**config.mk**
```make
export PLATFORM = sky130hd
export DESIGN_NAME = tuner_control_register_bank
export DESIGN_NICKNAME = d
export VERILOG_FILES = /design/src/common/tuner_regs_pkg.sv /design/src/hw/filter_rom.sv /design/src/hw/i2c_target_port.sv /design/src/hw/tuner_control_register_bank.sv
export SDC_FILE = /design/constraint.sdc
export NUM_CORES = 1
export LEC_CHECK = 0
export BUFFER_PORTS_ARGS = -buffer_cell sky130_fd_sc_hd__buf_4
export CORE_ASPECT_RATIO = 0.75
export CORE_MARGIN = 2
export CORE_UTILIZATION = 47
export DETAILED_ROUTE_END_ITERATION = 6
export GPL_ROUTABILITY_DRIVEN = 0
export PLACE_DENSITY = 0.67
export SKIP_CTS_REPAIR_TIMING = 1
export SYNTH_ARGS = -nofsm -noshare
export SYNTH_HDL_FRONTEND = slang
export SYNTH_SLANG_ARGS = --single-unit
```
**constraint.sdc**
```tcl
create_clock -name clk -period 3.9 [get_ports clk]
set_clock_uncertainty 0.1 [all_clocks]
set_input_delay 0.39 -clock clk [delete_from_list [all_inputs] [get_ports clk]]
set_output_delay 0.39 -clock clk [all_outputs]
set_load 0.01 [all_outputs]
```
**src/common/tuner_regs_pkg.sv**
```systemverilog
package tuner_regs_pkg;

  localparam int NUM_PROG = 11;
  localparam logic [7:0] NUM_PROG_BYTE = 8'h0B;

  localparam logic [3:0] OFS_INT_DIV_HIGH = 4'h0;
  localparam logic [3:0] OFS_INT_DIV_LOW = 4'h1;
  localparam logic [3:0] OFS_REF_DIV = 4'h2;
  localparam logic [3:0] OFS_OSC_BAND = 4'h3;
  localparam logic [3:0] OFS_DET_PUMP_FILTER = 4'h4;
  localparam logic [3:0] OFS_CONTROL = 4'h5;
  localparam logic [3:0] OFS_SHUTDOWN = 4'h6;
  localparam logic [3:0] OFS_SERIES_CAP = 4'h7;
  localparam logic [3:0] OFS_PARALLEL_CAP = 4'h8;
  localparam logic [3:0] OFS_ROM_ADDRESS = 4'h9;
  localparam logic [3:0] OFS_RESERVED_SLOT = 4'hA;
  localparam logic [3:0] OFS_ROM_READBACK = 4'hB;
  localparam logic [3:0] OFS_STATUS = 4'hC;

  // Writable bits of each programmable register; the rest always read zero.
  localparam logic [7:0] MASK_HIGH7 = 8'h7F;
  localparam logic [7:0] MASK_LOW4 = 8'h0F;
  localparam logic [7:0] MASK_SHUTDOWN = 8'hF8;
  localparam logic [7:0] MASK_PARALLEL = 8'hBF;
  localparam logic [7:0] MASK_FULL = 8'hFF;

  localparam logic [7:0] REG_RESET = 8'h00;
  localparam logic [7:0] ZERO_BYTE = 8'h00;
  localparam logic [3:0] STATUS_LOW_ZERO = 4'h0;
  localparam logic POR_RESET = 1'b1;

  // Field positions.
  localparam int LOAD_BIT = 7;
  localparam int PAR_CAP_MSB = 5;
  localparam int ROM_ADDR_MSB = 3;
  localparam int INT_HIGH_MSB = 6;
  localparam int REF_DIV_MSB = 6;
  localparam int OVLD_MSB = 6;
  localparam int OVLD_LSB = 4;
  localparam int PUMP_MSB = 3;
  localparam int PUMP_LSB = 2;
  localparam int BAND_MSB = 1;
  localparam int RF_DOWN_BIT = 3;
  localparam int IF_GAIN_DOWN_BIT = 2;
  localparam int INPUT_MSB = 1;
  localparam int MIX_MSB = 7;
  localparam int MIX_LSB = 6;
  localparam int IF_DOWN_BIT = 5;
  localparam int DET_DOWN_BIT = 4;
  localparam int SYN_DOWN_BIT = 3;

  localparam logic [3:0] BYTE_BITS = 4'h8;
  localparam logic [4:0] ADDR_UPPER_DEFAULT = 5'h18;
  localparam logic [127:0] ROM_TABLE_DEFAULT = 128'h0;

  function automatic logic [7:0] writeMask(input logic [3:0] idx);
    unique case (idx)
      OFS_INT_DIV_HIGH, OFS_REF_DIV, OFS_DET_PUMP_FILTER: writeMask = MASK_HIGH7;
      OFS_CONTROL, OFS_ROM_ADDRESS: writeMask = MASK_LOW4;
      OFS_SHUTDOWN: writeMask = MASK_SHUTDOWN;
      OFS_PARALLEL_CAP: writeMask = MASK_PARALLEL;
      default: writeMask = MASK_FULL;
    endcase
  endfunction

endpackage

```
**src/hw/filter_rom.sv**
```systemverilog
`timescale 1ns/100ps
`default_nettype none
module filter_rom
  import tuner_regs_pkg::*;
#(
  parameter logic [127:0] TABLE = ROM_TABLE_DEFAULT
) (
  input wire logic [3:0] index,
  output logic [7:0] data
);

  // Sixteen table bytes, entry 0 in the low byte; contents are calibration data.
  assign data = TABLE[{index, 3'b000} +: 8];

endmodule
`default_nettype wire

```
**src/hw/i2c_target_port.sv**
```systemverilog
`timescale 1ns/100ps
`default_nettype none
module i2c_target_port
  import tuner_regs_pkg::*;
(
  input wire logic clk,
  input wire logic nrst,
  input wire logic sclIn,
  input wire logic sdaIn,
  input wire logic [6:0] ownAddr,
  input wire logic [7:0] txData,
  output logic sdaOe,
  output logic rxValid,
  output logic [7:0] rxData,
  output logic rxFirst,
  output logic txLoad
);

  typedef enum logic [2:0] {
    IDLE, ADDR, ACK_ADDR, WRITE, ACK_WRITE, READ, ACK_READ
  } phase_type;

  typedef struct packed {
    phase_type phase;
    logic [3:0] bitCnt;
    logic [7:0] shift;
    logic rw;
    logic first;
    logic masterAck;
    logic sclPrev;
    logic sdaPrev;
    logic sdaOe;
    logic rxValid;
    logic txLoad;
  } port_type;

  port_type r, nxt;
  logic sclRise, sclFall, startCond, stopCond;

  assign sclRise = sclIn & ~r.sclPrev;
  assign sclFall = ~sclIn & r.sclPrev;
  assign startCond = sclIn & r.sclPrev & r.sdaPrev & ~sdaIn;
  assign stopCond = sclIn & r.sclPrev & ~r.sdaPrev & sdaIn;

  always_comb begin
    nxt = r;
    nxt.sclPrev = sclIn;
    nxt.sdaPrev = sdaIn;
    nxt.rxValid = 1'b0;
    nxt.txLoad = 1'b0;
    if (startCond) begin
      // A repeated start keeps the register pointer in the bank.
      nxt.phase = ADDR;
      nxt.bitCnt = '0;
      nxt.sdaOe = 1'b0;
      nxt.first = 1'b1;
    end else if (stopCond) begin
      nxt.phase = IDLE;
      nxt.sdaOe = 1'b0;
    end else begin
      unique case (r.phase)
        IDLE: begin
        end
        ADDR, WRITE: begin
          if (sclRise) begin
            nxt.shift = {r.shift[6:0], sdaIn};
            nxt.bitCnt = r.bitCnt + 4'h1;
          end else if (sclFall && r.bitCnt == BYTE_BITS) begin
            nxt.bitCnt = '0;
            if (r.phase == WRITE) begin
              nxt.rxValid = 1'b1;
              nxt.sdaOe = 1'b1;
              nxt.phase = ACK_WRITE;
            end else if (r.shift[7:1] == ownAddr) begin
              nxt.rw = r.shift[0];
              nxt.sdaOe = 1'b1;
              nxt.phase = ACK_ADDR;
            end else begin
              nxt.phase = IDLE;
            end
          end
        end
        ACK_ADDR: begin
          if (sclFall) begin
            nxt.bitCnt = '0;
            if (r.rw) begin
              nxt.shift = txData;
              nxt.sdaOe = ~txData[7];
              nxt.txLoad = 1'b1;
              nxt.phase = READ;
            end else begin
              nxt.sdaOe = 1'b0;
              nxt.phase = WRITE;
            end
          end
        end
        ACK_WRITE: begin
          if (sclFall) begin
            nxt.sdaOe = 1'b0;
            nxt.first = 1'b0;
            nxt.phase = WRITE;
          end
        end
        READ: begin
          if (sclRise) begin
            nxt.bitCnt = r.bitCnt + 4'h1;
          end else if (sclFall) begin
            if (r.bitCnt == BYTE_BITS) begin
              nxt.sdaOe = 1'b0;
              nxt.phase = ACK_READ;
            end else begin
              nxt.shift = {r.shift[6:0], 1'b0};
              nxt.sdaOe = ~r.shift[6];
            end
          end
        end
        ACK_READ: begin
          if (sclRise) begin
            nxt.masterAck = ~sdaIn;
          end else if (sclFall) begin
            nxt.bitCnt = '0;
            if (r.masterAck) begin
              nxt.shift = txData;
              nxt.sdaOe = ~txData[7];
              nxt.txLoad = 1'b1;
              nxt.phase = READ;
            end else begin
              // A not-acknowledge ends the read; the line is left released.
              nxt.phase = IDLE;
            end
          end
        end
      endcase
    end
  end

  always_ff @(posedge clk) begin
    if (!nrst) begin
      r <= '{phase: IDLE, bitCnt: '0, shift: '0, rw: 1'b0, first: 1'b0,
             masterAck: 1'b0, sclPrev: 1'b1, sdaPrev: 1'b1, sdaOe: 1'b0,
             rxValid: 1'b0, txLoad: 1'b0};
    end else begin
      r <= nxt;
    end
  end

  assign sdaOe = r.sdaOe;
  assign rxValid = r.rxValid;
  assign rxData = r.shift;
  assign rxFirst = r.first;
  assign txLoad = r.txLoad;

endmodule
`default_nettype wire

```
**src/hw/tuner_control_register_bank.sv**
```systemverilog
// Summary of operation
// Host programs all registers 100 us after power.
// Host must not trust power-up register values.
// Programmable registers read back last written value.
// Readback and status registers ignore writes.
// Divider high register: seven bits, top zero.
// Host keeps integer divider within 256..32767.
// Host should load divider 4688 by default.
// Slave address comes from two select pins.
// Shutdown register field layout, low bits zero.
// Control register field layout, high bits zero.
// Detector, pump, band register layout, bit7 zero.
// Load bit rising edge loads ROM readback.
// First write byte sets pointer; data follows.
`timescale 1ns/100ps
`default_nettype none
module tuner_control_register_bank
  import tuner_regs_pkg::*;
#(
  parameter logic [4:0] ADDR_UPPER = ADDR_UPPER_DEFAULT,
  parameter logic [127:0] ROM_TABLE = ROM_TABLE_DEFAULT
) (
  input wire logic clk,
  input wire logic nrst,
  input wire logic sclIn,
  input wire logic sdaIn,
  output logic sdaOut,
  output logic sdaOe,
  input wire logic addrSelectPinA,
  input wire logic addrSelectPinB,
  input wire logic [2:0] lockIndicator,
  output logic [14:0] intDivider,
  output logic [6:0] referenceDivider,
  output logic [7:0] oscBandSelect,
  output logic [2:0] overloadThresholdField,
  output logic [1:0] pumpCurrentSelect,
  output logic [1:0] filterBandSelect,
  output logic rfPowerDown,
  output logic ifGainStagePowerDown,
  output logic [1:0] rfInputSelect,
  output logic [1:0] mixerPowerDown,
  output logic ifSectionPowerDown,
  output logic detectorPowerDown,
  output logic synthPowerDown,
  output logic [7:0] seriesCapSelect,
  output logic [5:0] parallelCapSelect,
  output logic filterTableLoad,
  output logic [3:0] filterRomAddress,
  output logic [7:0] romReadbackBits
);

  typedef struct packed {
    logic [NUM_PROG-1:0][7:0] regs;
    logic [7:0] pointer;
    logic [7:0] romReadback;
    logic porFlag;
  } bank_type;

  bank_type r, nxt;
  logic [6:0] ownAddr;
  logic [7:0] txData;
  logic [7:0] romData;
  logic rxValid, rxFirst, txLoad;
  logic [7:0] rxData;

  // Strapped each cycle so the address follows the pins without a restart.
  assign ownAddr = {ADDR_UPPER, addrSelectPinB, addrSelectPinA};

  i2c_target_port port (
    .clk(clk),
    .nrst(nrst),
    .sclIn(sclIn),
    .sdaIn(sdaIn),
    .ownAddr(ownAddr),
    .txData(txData),
    .sdaOe(sdaOe),
    .rxValid(rxValid),
    .rxData(rxData),
    .rxFirst(rxFirst),
    .txLoad(txLoad)
  );

  filter_rom #(
    .TABLE(ROM_TABLE)
  ) rom (
    .index(r.regs[OFS_ROM_ADDRESS][ROM_ADDR_MSB:0]),
    .data(romData)
  );

  // The open-drain line is only ever pulled low.
  assign sdaOut = 1'b0;

  always_comb begin
    txData = ZERO_BYTE;
    if (r.pointer < NUM_PROG_BYTE) begin
      txData = r.regs[r.pointer[3:0]];
    end else if (r.pointer == {4'h0, OFS_ROM_READBACK}) begin
      txData = r.romReadback;
    end else if (r.pointer == {4'h0, OFS_STATUS}) begin
      txData = {r.porFlag, lockIndicator, STATUS_LOW_ZERO};
    end
  end

  always_comb begin
    logic [3:0] idx;
    logic [7:0] newVal;
    idx = r.pointer[3:0];
    newVal = rxData & writeMask(idx);
    nxt = r;
    if (rxValid) begin
      if (rxFirst) begin
        nxt.pointer = rxData;
      end else begin
        // Writes beyond the programmable range are acknowledged and dropped.
        if (r.pointer < NUM_PROG_BYTE) begin
          nxt.regs[idx] = newVal;
          if (idx == OFS_PARALLEL_CAP && !r.regs[idx][LOAD_BIT] && newVal[LOAD_BIT]) begin
            nxt.romReadback = romData;
          end
        end
        nxt.pointer = r.pointer + 8'h01;
      end
    end else if (txLoad) begin
      // Reading status acknowledges the power-on flag.
      if (r.pointer == {4'h0, OFS_STATUS}) begin
        nxt.porFlag = 1'b0;
      end
      nxt.pointer = r.pointer + 8'h01;
    end
  end

  always_ff @(posedge clk) begin
    if (!nrst) begin
      r <= '{regs: {NUM_PROG{REG_RESET}}, pointer: ZERO_BYTE,
             romReadback: ZERO_BYTE, porFlag: POR_RESET};
    end else begin
      r <= nxt;
    end
  end

  assign intDivider = {r.regs[OFS_INT_DIV_HIGH][INT_HIGH_MSB:0], r.regs[OFS_INT_DIV_LOW]};
  assign referenceDivider = r.regs[OFS_REF_DIV][REF_DIV_MSB:0];
  assign oscBandSelect = r.regs[OFS_OSC_BAND];
  assign overloadThresholdField = r.regs[OFS_DET_PUMP_FILTER][OVLD_MSB:OVLD_LSB];
  assign pumpCurrentSelect = r.regs[OFS_DET_PUMP_FILTER][PUMP_MSB:PUMP_LSB];
  assign filterBandSelect = r.regs[OFS_DET_PUMP_FILTER][BAND_MSB:0];
  assign rfPowerDown = r.regs[OFS_CONTROL][RF_DOWN_BIT];
  assign ifGainStagePowerDown = r.regs[OFS_CONTROL][IF_GAIN_DOWN_BIT];
  assign rfInputSelect = r.regs[OFS_CONTROL][INPUT_MSB:0];
  assign mixerPowerDown = r.regs[OFS_SHUTDOWN][MIX_MSB:MIX_LSB];
  assign ifSectionPowerDown = r.regs[OFS_SHUTDOWN][IF_DOWN_BIT];
  assign detectorPowerDown = r.regs[OFS_SHUTDOWN][DET_DOWN_BIT];
  assign synthPowerDown = r.regs[OFS_SHUTDOWN][SYN_DOWN_BIT];
  assign seriesCapSelect = r.regs[OFS_SERIES_CAP];
  assign parallelCapSelect = r.regs[OFS_PARALLEL_CAP][PAR_CAP_MSB:0];
  assign filterTableLoad = r.regs[OFS_PARALLEL_CAP][LOAD_BIT];
  assign filterRomAddress = r.regs[OFS_ROM_ADDRESS][ROM_ADDR_MSB:0];
  assign romReadbackBits = r.romReadback;

endmodule
`default_nettype wire

```
### Yosys cells after proc, flatten, opt, wreduce, memory -nomap -nowiden

Index checks and enable logic that the tools add are counted.

| word-level totals | value |
|---|---|
| bits in registers | 128 |
| bits in latches | 0 |
| RAM bits | 0 |
| ROM bits | 0 |
| bits of input ports | 9 |
| output and inout port bits | 75 |
| logic and storage cells | 194 |
| memories | 0 |

| operators by class | value |
|---|---|
| $add $sub $neg | 2 |
| multiply operators | 0 |
| divide/modulo/power cells | 0 |
| magnitude comparators | 3 |
| equal/unequal tests | 42 |
| shift-type cells | 1 |
| multiplexer cells | 68 |
| bitwise logic cells | 23 |
| reduce and logical (&&, ||, !) cells | 29 |

Operator list:

| kind | count |
|---|---|
| 128-bit by 8-bit variable part select with 8-bit output (first input constant) | 1 |
| 8-bit two-way mux | 14 |
| 88-bit bitwise mux | 1 |
| 15-bit two-way mux | 4 |
| 12-bit one-hot mux with 4 select lines | 1 |
| 8-bit binary-select mux with 4-bit select | 1 |
| 8-bit demux with 4-bit select | 1 |
| 8-bit one-hot mux with 4 select lines | 1 |
| 1-bit two-way mux | 27 |
| 3-bit two-way mux | 8 |
| 4-bit by 1-bit inequality test with 1-bit output (second input constant) | 6 |
| 2-bit by 1-bit inequality test with 1-bit output (second input constant) | 11 |
| 10-bit AND reduction | 2 |
| 8-bit by 4-bit == test with 1-bit output (second input constant) | 2 |
| 1-bit inverter | 15 |
| 3-bit one-hot mux with 5 select lines | 1 |
| 7-bit AND reduction | 2 |
| 4-bit by 3-bit == test with 1-bit output (second input constant) | 3 |
| 4-bit == test (second input constant) | 3 |
| 4-bit inequality test (second input constant) | 3 |
| 12-bit AND reduction | 1 |
| 11-bit AND reduction | 1 |
| 3-bit == test (second input constant) | 3 |
| 3-bit AND reduction | 3 |
| other kinds (30) | 53 |

### Longest topological paths before layout

| logic depth | value |
|---|---|
| depth after elaboration | 10 |
| depth in mapped cells | 13 |
| gate-level depth less buffers | 7 |

### Modules after synthesis

From an unflattened synthesis, not the netlist that was laid out.

| unflattened totals | value |
|---|---|
| cell total of the unflattened synthesis | 884 |
| area, all modules | 7260.7 um^2 |

Modules (own cells, without submodules):

| module | instances | cells an instance | area each (um^2) | sequential area each (um^2) |
|---|---|---|---|---|
| tuner_control_register_bank | 1 | 688 | 5647.9 | 2102.0 |
| i2c_target_port | 1 | 187 | 1549.0 | 460.4 |
| filter_rom | 1 | 9 | 63.8 | 0.0 |

### Worst setup path before layout

No wires, ideal clock.

| timing path | value |
|---|---|
| kind | reg2reg |
| start | register r[10] in the netlist's numbering |
| end | register r[103] in the netlist's numbering |
| library setup time | 0.060 ns |
| arrival | 2.745 ns |
| required time | 3.740 ns |
| path slack | 0.996 ns |
| cell stages (with the launch flop) | 14 |
| buffers on the path | 6 |
| clock period less this slack | 2.904 ns |
| path through | dfxtp_1 clkbuf_1 buf_2 buf_4 buf_4 inv_1 ha_1 clkbuf_1 or3_1 a21oi_1 o31a_1 clkbuf_1 mux2_1 and2_1 |

| on the way | value |
|---|---|
| cells in the longest elaborated chain, start to end | 5 |
| elaborated cells between the ends (all ways) | 19 |
| those cells by class | order compare (3); eq/ne (6); mux (4); bitwise (1); reduce/logical (5) |

RTL lines:

| element | RTL line | source |
|---|---|---|
| start, declared | tuner_control_register_bank.sv:59 | `bank_type r, nxt;` |
| start signal, assigned | tuner_control_register_bank.sv:134 | `r <= '{regs: {NUM_PROG{REG_RESET}}, pointer: ZERO_BYTE,` |
| start signal, assigned | tuner_control_register_bank.sv:137 | `r <= nxt;` |
| 4-bit by 5-bit < comparator with 1-bit output (implied by the code) (tied with other cells) | tuner_control_register_bank.sv:116 | `nxt.regs[idx] = newVal;` |
| 1-bit logical AND (implied by the code) (tied with other cells) | tuner_control_register_bank.sv:116 |  |
| 8-bit two-way mux (implied by the code) / 8-bit one-hot mux with 4 select lines (equally long branches) | tuner_control_register_bank.sv:116, tuner_regs_pkg.sv:57 |  |
| 8-bit demux with 4-bit select / 8-bit AND (equally long branches) | tuner_control_register_bank.sv:116, tuner_control_register_bank.sv:108 |  |
| 88-bit bitwise mux | tuner_control_register_bank.sv:116 |  |

Parallel ways exist; a longest one is shown, timed or not.
A chain may end at the register's enable or synchronous reset.

### Worst setup path in the final report

Same ends and word-level chain as after synthesis.

==> out/metrics.yaml <==
run_status:
  outcome: "finished, final reports clean"
grt:
  track_usage: 0.249
  grt_pass1_vias: 5232
  antenna_found_initial: 0
  grt_pass1_wl_mm: 28.9
  grt_start_max_net_pins: 65
  gr-total-overflow: 0
yosys:
  yosys.area.top_type: "dfxtp_1"
  yosysMostFrequentCell: "dfxtp_1"
  async_reset_ff_frac: 0
  yosysTopAreaCellShare: 0.370
  synth_edf_count: 0
  ys.flop_type: "dfxtp_1"
  yosys_warnings: 0
  synthCells: 774
  netlist_area_sq_um: 6490
  ys_types: 63
  yosys-top-cells-count: "dfxtp_1, nand2_1, buf_4"
  synthTopCellsByArea: "dfxtp_1, buf_4, mux2i_1"
  synth_area_per_cell_sq_um: 8.38
  yosysSeqAreaShare: 0.370
  ys_ff_latch: 120
layout:
  antennaDiodeCount: 0
  nFillCells: 1250
  area_growth_pct: 11.3
  layout-drive-gt1-share: 0.185
  utilization: 0.530
  final_area_sq_um: 7220
  final_net_count: 769
clock_network:
  clockBufferDepth: 2
  numCtsBuffers: 17
  ctsHtreeMaxLevel: 4
  clock-sinks: 120
  root_buffer: "clkbuf_16"
  cts_tree: "done"
  clkTransAtPathRegs_ps: 60
  clock_latency_ps: 420
power_and_ir_drop:
  powerDensity_nw_per_um2: 406
  max-vdd-ir-drop_uv: 321
  p_int_w: 0.00230
  p_sw_w: 0.000628
  pwr-share-clk: 0.556
  p_leak_nw: 2.81
  pwr-share-seq: 0.422
  total_power_w: 0.00293
  swShare: 0.214
  p_comb_frac: 0.022
placement:
  dp_hpwl_mm: 12.7
  place_area_sq_um: 6600
  io_buffers: 74
sta:
  slew_headroom: 0.386
  period_share: 0.783
  hold-worst-slack_ps: 137
  timing.setup.tns_ps: 0
  timing.fmax_mhz: 328
  rsz0062_at_grt: "false"
  setup_viol: 0
  slew_violations: 0
  fin_crit_ps: 3050
  final_hold_viol_count: 0
  tightest_slew_ps: 919
floorplan:
  fp.dieH_microns: 106
  die_w_microns: 140
  dieArea_sq_um: 14800
  start_util: 0.477
  io_pins: 84
  rows: 37
  core_region_area_sq_um: 13600
drt:
  vias_per_cell: 6.08
  drt_wl_total_mm: 18.4
  firstDrtPassIters: 5
  ant_nets: 0
  wl_per_cell_microns: 19.6
  vias: 5731
  drc: 0
  first_iter_violations: 733
setup_path:
  slowest_stage: "nor4_4"
  worstPathCellList: "ha_1, nor4_4, nand2_2, mux2_1, and2_1"
  max_stage_delay_ps: 860
  path_class: "flop to flop"
  crit_path_max_fanout: 20
  required_ps: 4110
  regToRegSetupSlack_ps: 850
  worstSetupEndpointType: "flop"
  setup.worst_path.start_class: "flop"
  cp_top_family: "simple AND/OR/NAND/NOR gates"
  path_buf_inv: 0
  crit_arrival_ps: 3260
min_path:
  hp-class: "input port to flop"
job:
  maxCapViolCount: 0
-- power groups by stage --
stage | Clock [W] | Combinational, W | Sequential, W
detailed placement | 0 | 0.0000623 | 0.00126
global route | 0.00170 | 0.0000694 | 0.00124
finish | 0.00163 | 0.0000646 | 0.00124
CTS | 0.00164 | 0.0000628 | 0.00124
global placement | 0 | 0.0000613 | 0.00126
floorplan | 0 | 0.0000525 | 0.00126
-- logic make-up (layout without fill, tap and decap cells) --
logic type | count (synthesis) | after routing | share of synthesized area
buffers and inverters | 146 | 131 | 0.126
xor gates and xnor gates | 5 | 5 | 0.00675
and+or+nand+nor | 287 | 287 | 0.211
other | 1 | 9 | 0.000578
AOI/OAI and AO/OA | 141 | 141 | 0.139
DFF | 120 | 120 | 0.370
adders and majority gates | 6 | 6 | 0.0116
muxes | 68 | 68 | 0.135
-- per-layer routing --
metal / GRT usage / part of all wire
met1: 0.362 / 0.46
met2: 0.371 / 0.44
met3: 0.0532 / 0.087
met4: 0.0793 / 0.014
met5: 0 / 0
-- sequential cells by signal, indices dropped and copies added, names as in the netlist, 6 cells and up --
name	count
referenceDivider	7
parallelCapSelect	6
port.r	11
r	32
seriesCapSelect	8
intDivider	15
port.rxData	8
oscBandSelect	8
-- path summary, 6_finish.rpt --
check                           startpoint   endpoint  depth (start not counted)
worst max-delay path                 r[10]     r[103]                          5
worst min-delay path                 sdaIn  port.r[3]                          2
worst max register to register       r[10]     r[103]                          5
worst min register to register      r[100]     r[100]                          2
-- metrics by stage --
stage	instances	setup slack [ps]
after floorplan	782	996
after global routing	942	674
after CTS	942	911
after detailed placement	910	927
final	942	848
after global placement	910	1070
-- cell type report --
cell class	instances	area [sq um]	area share
Sequential cell	120	2400	0.333
Clock inverter	11	146	0.0203
Tap cell	175	219	0.0303
Clock buffer	21	470	0.0652
Timing Repair Buffer	82	616	0.0853
Inverter	17	63.8	0.00884
Multi-Input combinational cell	516	3300	0.457
-- placed cells by master, fill, tap and decap left out, types with 4 or more instances in the layout --
master / n
inv_1: 15
clkbuf_16: 17
buf_4: 82
and2_1: 13
a311oi_1: 7
nand2b_1: 9
nor4_1: 5
o22ai_1: 5
nor3_1: 8
conb_1: 9
o221ai_1: 8
a31oi_1: 5
dfxtp_1: 120
xnor2_1: 4
nor2b_1: 7
ha_1: 6
a21oi_1: 65
nand4_1: 5
nor2_1: 63
nand3_1: 43
nand2_1: 104
and3_1: 5
mux4_2: 15
mux2i_1: 49
a22oi_1: 9
o21ai_0: 14
or3_1: 8
No activity file was read; power rests on OpenSTA's default activity.
